File: config.mk
export PLATFORM = sky130hd
export DESIGN_NAME = auto_reload_timer_with_capture
export DESIGN_NICKNAME = d
export VERILOG_FILES = /design/src/design/tmr_pkg.sv /design/src/design/auto_reload_timer_with_capture.sv
export SDC_FILE = /design/constraint.sdc
export NUM_CORES = 1
export LEC_CHECK = 0
export ABC_AREA = 1
export ABC_CLOCK_PERIOD_IN_PS = 5200
export CAP_MARGIN = 20
export CORE_ASPECT_RATIO = 0.8
export CORE_MARGIN = 5
export CORE_UTILIZATION = 30
export DETAILED_ROUTE_END_ITERATION = 12
export DONT_BUFFER_PORTS = 1
export HOLD_SLACK_MARGIN = 0.02
export PLACE_DENSITY = 0.45
export SLEW_MARGIN = 10
export SYNTH_ARGS = -nofsm -noshare
export SYNTH_HDL_FRONTEND = slang
export SYNTH_SLANG_ARGS = --single-unit
File: constraint.sdc
create_clock -name i_clk -period 5.2 [get_ports i_clk]
set_input_delay 0.78 -clock i_clk [delete_from_list [all_inputs] [get_ports i_clk]]
set_output_delay 0.78 -clock i_clk [all_outputs]
set_load 0.02 [all_outputs]
File: src/design/tmr_pkg.sv
// Purpose: Constants for the auto-reload timer with capture.
// Assumes: APB slave, 32-bit data, one aligned word per register.
// Notes: Offsets are byte addresses.
//
// Notes on behaviour
// - Counter is 16 bits, low and high bytes each readable and writable.
// - Control bit 3 picks one 16-bit timer (0) or two 8-bit timers (1).
// - Slow clock and comparator inputs are synchronised before they count.
// - 16-bit wrap from ffff loads the reload pair and sets high flag.
// - 16-bit mode: full overflow requests interrupt when timer irq enabled.
// - 16-bit mode: low byte wrap also interrupts when low irq enabled.
// - Split mode: each half counts and reloads from its own reload byte.
// - Split mode: run bit gates only high half; low half always counts.
// - High half clock: select bit 1 system clock, else external select.
// - Low half has own clock select, same shared external encoding.
// - Split mode: high wrap sets high flag, low wrap sets low flag.
// - Split mode: interrupt on high overflow, either half if low enabled.
// - Flags are cleared only by software, never by hardware.
// - Capture mode is active exactly while control bit 4 is one.
// - Capture event: upper select 0 every 8 slow clocks, 1 comparator rise.
// - Capture copies counter into reload pair, sets high flag, may interrupt.
// - Low flag set on every low byte wrap, in every mode.

package tmr_pkg;

	localparam logic [7:0] ADDR_CTRL      = 8'h00;
	localparam logic [7:0] ADDR_CLK_CTRL  = 8'h04;
	localparam logic [7:0] ADDR_IRQ_EN    = 8'h08;
	localparam logic [7:0] ADDR_COUNT_LO  = 8'h0c;
	localparam logic [7:0] ADDR_COUNT_HI  = 8'h10;
	localparam logic [7:0] ADDR_RELOAD_LO = 8'h14;
	localparam logic [7:0] ADDR_RELOAD_HI = 8'h18;

	localparam int CTRL_HI_FLAG  = 7;
	localparam int CTRL_LO_FLAG  = 6;
	localparam int CTRL_LO_IRQEN = 5;
	localparam int CTRL_CAPTURE  = 4;
	localparam int CTRL_SPLIT    = 3;
	localparam int CTRL_RUN      = 2;
	localparam int CTRL_XSEL_HI  = 1;
	localparam int CTRL_XSEL_LO  = 0;

	localparam int CLK_LOW_SEL   = 0;
	localparam int CLK_HIGH_SEL  = 1;
	localparam int IRQ_EN_BIT    = 0;

	localparam logic [7:0] CTRL_RESET  = 8'h00;
	localparam logic [1:0] CLK_RESET   = 2'h0;
	localparam logic [7:0] BYTE_RESET  = 8'h00;
	localparam logic [7:0] BYTE_MAX    = 8'hff;

	localparam logic [1:0] XSEL_DIV12 = 2'h0;
	localparam logic [1:0] XSEL_RTC8  = 2'h1;
	localparam logic [1:0] XSEL_RSVD  = 2'h2;
	localparam logic [1:0] XSEL_CMP   = 2'h3;

	localparam int SYS_DIV_DEFAULT = 12;
	localparam int RTC_DIV_DEFAULT = 8;

endpackage : tmr_pkg

File: src/design/auto_reload_timer_with_capture.sv
// Purpose: 16-bit or dual 8-bit auto-reload timer with period capture.
// Assumes: APB master per AMBA; slow inputs asynchronous to i_clk.
// Notes: Zero-wait-state-plus-one APB answer; o_irq is a level request.

`timescale 1ns/1ps

module auto_reload_timer_with_capture
	import tmr_pkg::*;
#(
	parameter int SYS_DIV = SYS_DIV_DEFAULT,
	parameter int RTC_DIV = RTC_DIV_DEFAULT
)
(
	// Clock and reset
	input  wire logic        i_clk,
	input  wire logic        i_rst_n,
	// APB slave
	input  wire logic        i_psel,
	input  wire logic        i_penable,
	input  wire logic        i_pwrite,
	input  wire logic [7:0]  i_paddr,
	input  wire logic [31:0] i_pwdata,
	output logic [31:0]      o_prdata,
	output logic             o_pready,
	output logic             o_pslverr,
	// Slow count sources
	input  wire logic        i_rtc_clk,
	input  wire logic        i_cmp_out,
	// Interrupt request
	output logic             o_irq
);

	generate
		if (SYS_DIV < 2 || SYS_DIV > 16)
		begin : g_bad_sys
			$error("SYS_DIV must be 2 to 16");
		end
		if (RTC_DIV < 2 || RTC_DIV > 16)
		begin : g_bad_rtc
			$error("RTC_DIV must be 2 to 16");
		end
	endgenerate

	localparam logic [3:0] SYS_LAST = 4'(SYS_DIV - 1);
	localparam logic [3:0] RTC_LAST = 4'(RTC_DIV - 1);

	// Registers
	logic [7:0]  timer_control_reg;
	logic [1:0]  clock_control_reg;
	logic        timer_irq_enable_reg;
	logic [7:0]  count_low_byte_reg;
	logic [7:0]  count_high_byte_reg;
	logic [7:0]  reload_low_byte_reg;
	logic [7:0]  reload_high_byte_reg;

	// Bus state
	logic [31:0] prdata_reg;
	logic        pready_reg;
	logic        pslverr_reg;
	logic        irq_reg;

	// Synchronisers and tick generation
	logic [2:0]  rtc_sync_reg;
	logic [2:0]  cmp_sync_reg;
	logic [3:0]  sys_div_reg;
	logic [3:0]  rtc_div_reg;

	// Decoded bus strobes
	logic        setup;
	logic        wr_strobe;
	logic        addr_ok;
	logic [31:0] rd_value;

	// Control fields
	logic        split_mode_sel;
	logic        run_control;
	logic        capture_enable;
	logic        low_byte_irq_en;
	logic [1:0]  external_clk_sel;
	logic        capture_source_sel;
	logic        high_half_clk_sel;
	logic        low_half_clk_sel;

	// Ticks and events
	logic        div12_tick;
	logic        rtc_rise;
	logic        rtc8_tick;
	logic        cmp_rise;
	logic        low_tick;
	logic        high_tick;
	logic        low_adv;
	logic        high_adv;
	logic        low_wrap;
	logic        high_wrap;
	logic        capture_evt;
	logic        hi_flag_set;
	logic        lo_flag_set;

	assign split_mode_sel     = timer_control_reg[CTRL_SPLIT];
	assign run_control        = timer_control_reg[CTRL_RUN];
	assign capture_enable     = timer_control_reg[CTRL_CAPTURE];
	assign low_byte_irq_en    = timer_control_reg[CTRL_LO_IRQEN];
	assign external_clk_sel   = timer_control_reg[CTRL_XSEL_HI:CTRL_XSEL_LO];
	assign capture_source_sel = timer_control_reg[CTRL_XSEL_HI];
	assign high_half_clk_sel  = clock_control_reg[CLK_HIGH_SEL];
	assign low_half_clk_sel   = clock_control_reg[CLK_LOW_SEL];

	// Picks the tick for one half from its select bit and the shared field
	function automatic logic pick_tick(
		input logic       sys_sel,
		input logic [1:0] xsel,
		input logic       t_div12,
		input logic       t_rtc8,
		input logic       t_cmp
	);
		logic t;
		t = 1'b0;
		if (sys_sel)
			t = 1'b1;
		else
		begin
			case (xsel)
				XSEL_DIV12: t = t_div12;
				XSEL_RTC8:  t = t_rtc8;
				XSEL_CMP:   t = t_cmp;
				default:    t = 1'b0;
			endcase
		end
		return t;
	endfunction : pick_tick

	// Only the second and third stages are read; the first is metastable
	always_ff @(posedge i_clk or negedge i_rst_n)
	begin
		if (!i_rst_n)
		begin
			rtc_sync_reg <= 3'h0;
			cmp_sync_reg <= 3'h0;
		end
		else
		begin
			rtc_sync_reg <= {rtc_sync_reg[1:0], i_rtc_clk};
			cmp_sync_reg <= {cmp_sync_reg[1:0], i_cmp_out};
		end
	end

	assign rtc_rise = rtc_sync_reg[1] & ~rtc_sync_reg[2];
	assign cmp_rise = cmp_sync_reg[1] & ~cmp_sync_reg[2];

	// System clock prescaler, free running
	always_ff @(posedge i_clk or negedge i_rst_n)
	begin
		if (!i_rst_n)
			sys_div_reg <= 4'h0;
		else if (sys_div_reg == SYS_LAST)
			sys_div_reg <= 4'h0;
		else
			sys_div_reg <= sys_div_reg + 4'h1;
	end

	assign div12_tick = (sys_div_reg == SYS_LAST);

	// Slow clock divider, advanced by synchronised rising edges
	always_ff @(posedge i_clk or negedge i_rst_n)
	begin
		if (!i_rst_n)
			rtc_div_reg <= 4'h0;
		else if (rtc_rise)
		begin
			if (rtc_div_reg == RTC_LAST)
				rtc_div_reg <= 4'h0;
			else
				rtc_div_reg <= rtc_div_reg + 4'h1;
		end
	end

	assign rtc8_tick = rtc_rise && (rtc_div_reg == RTC_LAST);

	assign low_tick  = pick_tick(low_half_clk_sel, external_clk_sel,
		div12_tick, rtc8_tick, cmp_rise);
	assign high_tick = pick_tick(high_half_clk_sel, external_clk_sel,
		div12_tick, rtc8_tick, cmp_rise);

	// In 16-bit mode the low half's clock drives the whole counter
	always_comb
	begin
		if (split_mode_sel)
		begin
			low_adv  = low_tick;
			high_adv = run_control && high_tick;
			low_wrap  = low_adv && (count_low_byte_reg == BYTE_MAX);
			high_wrap = high_adv && (count_high_byte_reg == BYTE_MAX);
		end
		else
		begin
			low_adv  = run_control && low_tick;
			low_wrap = low_adv && (count_low_byte_reg == BYTE_MAX);
			high_adv = low_wrap;
			high_wrap = low_wrap && (count_high_byte_reg == BYTE_MAX);
		end
	end

	assign capture_evt = capture_enable &&
		(capture_source_sel ? cmp_rise : rtc8_tick);
	assign hi_flag_set = high_wrap || capture_evt;
	assign lo_flag_set = low_wrap;

	// APB decode; the answer comes one cycle after setup
	assign setup     = i_psel && !i_penable && !pready_reg;
	assign wr_strobe = i_psel && i_penable && pready_reg && i_pwrite;

	always_comb
	begin
		addr_ok  = 1'b1;
		rd_value = 32'h0;
		case (i_paddr)
			ADDR_CTRL:      rd_value[7:0] = timer_control_reg;
			ADDR_CLK_CTRL:  rd_value[1:0] = clock_control_reg;
			ADDR_IRQ_EN:    rd_value[IRQ_EN_BIT] = timer_irq_enable_reg;
			ADDR_COUNT_LO:  rd_value[7:0] = count_low_byte_reg;
			ADDR_COUNT_HI:  rd_value[7:0] = count_high_byte_reg;
			ADDR_RELOAD_LO: rd_value[7:0] = reload_low_byte_reg;
			ADDR_RELOAD_HI: rd_value[7:0] = reload_high_byte_reg;
			default:        addr_ok = 1'b0;
		endcase
	end

	always_ff @(posedge i_clk or negedge i_rst_n)
	begin
		if (!i_rst_n)
		begin
			pready_reg  <= 1'b0;
			pslverr_reg <= 1'b0;
			prdata_reg  <= 32'h0;
		end
		else
		begin
			pready_reg  <= setup;
			pslverr_reg <= setup && !addr_ok;
			if (setup && !i_pwrite)
				prdata_reg <= rd_value;
			else if (!setup)
				prdata_reg <= 32'h0;
		end
	end

	// Flags: a hardware set in the same cycle beats a software clear
	always_ff @(posedge i_clk or negedge i_rst_n)
	begin
		if (!i_rst_n)
			timer_control_reg <= CTRL_RESET;
		else
		begin
			if (wr_strobe && i_paddr == ADDR_CTRL)
				timer_control_reg <= i_pwdata[7:0];
			if (hi_flag_set)
				timer_control_reg[CTRL_HI_FLAG] <= 1'b1;
			if (lo_flag_set)
				timer_control_reg[CTRL_LO_FLAG] <= 1'b1;
		end
	end

	always_ff @(posedge i_clk or negedge i_rst_n)
	begin
		if (!i_rst_n)
		begin
			clock_control_reg    <= CLK_RESET;
			timer_irq_enable_reg <= 1'b0;
		end
		else if (wr_strobe)
		begin
			if (i_paddr == ADDR_CLK_CTRL)
				clock_control_reg <= i_pwdata[1:0];
			if (i_paddr == ADDR_IRQ_EN)
				timer_irq_enable_reg <= i_pwdata[IRQ_EN_BIT];
		end
	end

	// Low counter half; a software write takes priority over counting
	always_ff @(posedge i_clk or negedge i_rst_n)
	begin
		if (!i_rst_n)
			count_low_byte_reg <= BYTE_RESET;
		else if (wr_strobe && i_paddr == ADDR_COUNT_LO)
			count_low_byte_reg <= i_pwdata[7:0];
		else if (split_mode_sel && low_wrap)
			count_low_byte_reg <= reload_low_byte_reg;
		else if (!split_mode_sel && high_wrap)
			count_low_byte_reg <= reload_low_byte_reg;
		else if (low_adv)
			count_low_byte_reg <= count_low_byte_reg + 8'h01;
	end

	// High counter half
	always_ff @(posedge i_clk or negedge i_rst_n)
	begin
		if (!i_rst_n)
			count_high_byte_reg <= BYTE_RESET;
		else if (wr_strobe && i_paddr == ADDR_COUNT_HI)
			count_high_byte_reg <= i_pwdata[7:0];
		else if (high_wrap)
			count_high_byte_reg <= reload_high_byte_reg;
		else if (high_adv)
			count_high_byte_reg <= count_high_byte_reg + 8'h01;
	end

	// Reload pair; a capture overwrites it unless software writes it then
	always_ff @(posedge i_clk or negedge i_rst_n)
	begin
		if (!i_rst_n)
		begin
			reload_low_byte_reg  <= BYTE_RESET;
			reload_high_byte_reg <= BYTE_RESET;
		end
		else
		begin
			if (wr_strobe && i_paddr == ADDR_RELOAD_LO)
				reload_low_byte_reg <= i_pwdata[7:0];
			else if (capture_evt)
				reload_low_byte_reg <= count_low_byte_reg;
			if (wr_strobe && i_paddr == ADDR_RELOAD_HI)
				reload_high_byte_reg <= i_pwdata[7:0];
			else if (capture_evt)
				reload_high_byte_reg <= count_high_byte_reg;
		end
	end

	// Level request follows the sticky flags, so no overflow is missed
	always_ff @(posedge i_clk or negedge i_rst_n)
	begin
		if (!i_rst_n)
			irq_reg <= 1'b0;
		else
			irq_reg <= timer_irq_enable_reg &&
				(timer_control_reg[CTRL_HI_FLAG] ||
				(low_byte_irq_en && timer_control_reg[CTRL_LO_FLAG]));
	end

	assign o_prdata  = prdata_reg;
	assign o_pready  = pready_reg;
	assign o_pslverr = pslverr_reg;
	assign o_irq     = irq_reg;

endmodule : auto_reload_timer_with_capture

==> impl_summary.md <==
Outcome
The run finished with clean final reports.

Global route
The first global-routing pass estimated around 18000 µm of wire. The via count of the first global-routing pass was 3000. Entering global routing, the biggest net connects 69 pins. The global-route usage over all layers is between 10% and 20%. The initial antenna violation count is 0. Global routing finished with a remaining overflow of 0.

Synthesis
Yosys mapped the design onto 43 distinct sky130hd cell types. The commonest cells after synthesis are nand2_1 (88), dfrtp_1 (68), inv_1 (57), o21ai_0 (40), nand3_1 (39). Yosys mapped a number of flops with a built-in enable equal to 0.

Among all flip-flop cells after synthesis, the most frequent one is dfrtp_1. Yosys attributes the largest share of cell area to dfrtp_1 (43%), nand2_1 (8.4%), inv_1 (5.4%), o21ai_0 (5.1%), nand3_1 (4.9%). In the synthesized netlist the async set-or-reset flop fraction comes to 100%. The per-instance average area after synthesis is ~8.4 µm². The cell area that synthesis handed to floorplanning was ~0.004 mm². The most numerous cell in the Yosys netlist is nand2_1. The proportion of netlist area held by the largest area contributor is between 40% and 50%. Sequential elements use a little over two fifths of the synthesized area. The library cell with the largest summed area after synthesis is dfrtp_1. The Yosys step of the flow raised 0 warnings. In this run, synthesis produced a sequential element count of 68.

The synthesized instance count is 471.

Timing
The number of pins exceeding their max-slew limit in the final report came to 0. The final setup skew is ~0.0086 ns. After layout, the worst path uses 52.1% of the clock period. Static timing analysis puts the maximum clock frequency at about 0.37 GHz. Setup repair after global routing left no endpoint under its margin.

The count of endpoints failing hold in the final timing report is 0. Headroom to the max-slew limit came out at between 30% and 40%. The smallest clock period supported by the final layout is computed as ~2.7 ns.

Setup total negative slack on the finished layout was measured at 0 ns. For the pin with the worst max-slew slack, the measured transition is slightly above 1 ns. Hold timing on the final database bottoms out at a slack of 0.127 ns.

Setup violations remaining at the end of the flow were counted as 0.

Die
The core area is approximately 0.013 mm². The floorplan step defined a die boundary enclosing 0.0156 mm². The boundary pin count is between 80 and 90. The die outline height is 113 µm. From left edge to right edge, the die measures 138 µm. The initial utilization of the core area, before any placement, comes to a little over 30%. The number of cell rows is 37.

Routing
The via density per instance is between 4 and 5. The mean routed wirelength per cell is 17.2 µm. The post-route antenna net violation count is 0. The total wire length after detailed routing is about 11000 µm. After detailed routing, the number of remaining DRC violations is 0. Across all layers, the routed design uses 3268 vias.

The number of violations reported at the end of detailed-routing iteration 0 is approximately 200. The first-pass detailed-route iteration total is 5.

Cells and area
The number of antenna diodes in the final layout is 0. The share of layout cells above drive strength 1 is 11.8%. From synthesis to final layout, the design area changed by 10.6%.

The net count reported at finish is 530. After filler insertion, the fill cell instance count of the layout stands at ~1400. The area occupied by registers is roughly 0.0017 mm².

The area of combinational cells with multiple inputs is 0.00188 mm².

Worst setup path
STA classifies the critical path endpoint as a flip-flop. For the worst setup path, the data arrival time is 2.92 ns. The highest cell delay on the worst timing path is between 0.7 and 0.8 ns.

The critical path is of the input pin to flip-flop type. The critical path's most frequent cell is nor2_1. The required time reported for the critical path endpoint is ~5.4 ns. The critical path goes through nor2_1 > nand2_1 > nor2_1 > nand2_2 > nor2_4 > inv_1 > nand2_2 > nor2_1 > o21ai_0 > o211ai_1. In this run the worst path has a maximum fanout of 12.

The launching element type of the critical path is an input pin. Among all stages on the critical path, the largest delay is contributed by nor2_1.

Placed design
At the end of routability-driven placement, the weighted congestion stood at around 0.92. The placed wire-length estimate after detailed placement is ~8600 µm. The total of buffers placed on input and output ports is 0.

Clock network
The clock tree from TritonCTS is built. Clock tree synthesis inserted a total of 9 buffers. In this run the post-CTS setup repair buffer count came out at 0. Clock-pin slew was measured on the worst setup and hold paths at 0.06 ns. The deepest level of the CTS H-tree is 3. The CTS root buffer is clkbuf_16. The maximum clock insertion buffer count is 2. At the later pin of the worst-skew pair, clock insertion delay measures between 0.3 and 0.4 ns.

The tree built by TritonCTS fans out to about 70 sinks. After clock tree synthesis, the repair step resized 0 gates. The number of hold-repair buffers added at the cts stage is 0.

Power and ir drop
The worst vdd rail ir drop is between 100 and 150 µV. The static leakage is approximately 2.0 nW. The total power divided by cell area is ~310 mW/mm².

Flow run
The max-cap violation count is 0.

Min path
In this run the worst hold path is classified as input pin to async pin.
==> cell usage in the layout (no fill, tap or decap), types with 4 or more instances in the layout <==
cell,instances
nor2_1,28
ha_1,4
nand2_2,7
a21oi_1,9
nand3_1,39
nor3_1,9
a211oi_1,4
o221ai_1,4
a22oi_1,5
o21ai_0,40
inv_2,6
dfrtp_1,68
inv_1,57
xor2_1,10
conb_1,24
o211ai_1,4
clkbuf_16,9
o22ai_1,19
nand2_1,88
==> worst paths after layout <==
check	startpoint	endpoint	slack, ns	cells past startpoint
max in group asynchronous	i_rst_n	count_high_byte_reg[5]	4.97	0
max reg2reg	count_low_byte_reg[0]	count_high_byte_reg[6]	2.95	11
min	i_rst_n	rtc_div_reg[2]	0.13	0
max	i_paddr[5]	count_high_byte_reg[0]	2.49	10
min in group i_clk	rtc_sync_reg[0]	rtc_sync_reg[1]	0.35	0
min reg2reg	rtc_sync_reg[0]	rtc_sync_reg[1]	0.35	0
==> routing by layer <==
metal | up-vias | global-route usage, % | wire, µm
met4 | 0 | 4.21 | 184
met3 | 17 | 6.22 | 1110
met2 | 119 | 19.7 | 4540
met1 | 1566 | 21.1 | 5520
li1 | 1566 | - | -
met5 | - | 0 | 0
==> metrics by stage <==
stage	setup slack [ns]	power, mW	util [%]	cells	instance area [µm²]
after detailed placement	2.22	0.714	31.5	643	4050
final	2.49	1.34	33.9	659	4360
after CTS	2.58	1.36	33.9	659	4360
after global routing	2.38	1.40	33.9	659	4360
after global placement	2.26	0.712	31.5	643	4050
after floorplan	3.09	0.699	-	494	4030
==> critical path: cells and delay by family <==
family | cells | cell delay [ns]
compound gates | 2 | 0.18
buf+inv | 1 | 0.13
simple gates | 7 | 1.82
==> power breakdown <==
part	internal (mW)	switching (mW)	total [mW]	leakage [nW]
combinational	0.0417	0.0735	0.115	1.06
clock	0.379	0.259	0.637	0.151
sequential	0.558	0.0306	0.589	0.826
==> final cells by class <==
cell class / instances / area share [%]
Inverter: 66 / 5.85
Tap cell: 175 / 5.02
Multi-Input combinational cell: 334 / 43.1
Sequential cell: 68 / 39.0
Clock buffer: 9 / 5.16
Clock inverter: 7 / 1.89
==> logic make-up (layout without fill, tap and decap cells) <==
kind of cell | Yosys count | in the layout | synth area share, %
adders and majority gates | 4 | 4 | 1.27
buffers and inverters | 92 | 82 | 11.4
and+or+nand+nor | 196 | 196 | 25.5
other | 1 | 24 | 0.0951
DFF | 68 | 68 | 43.1
AOI/OAI and AO/OA | 96 | 96 | 15.4
muxes | 1 | 1 | 0.285
xor gates and xnor gates | 13 | 13 | 2.89
No activity file was read; power rests on OpenSTA's default activity.
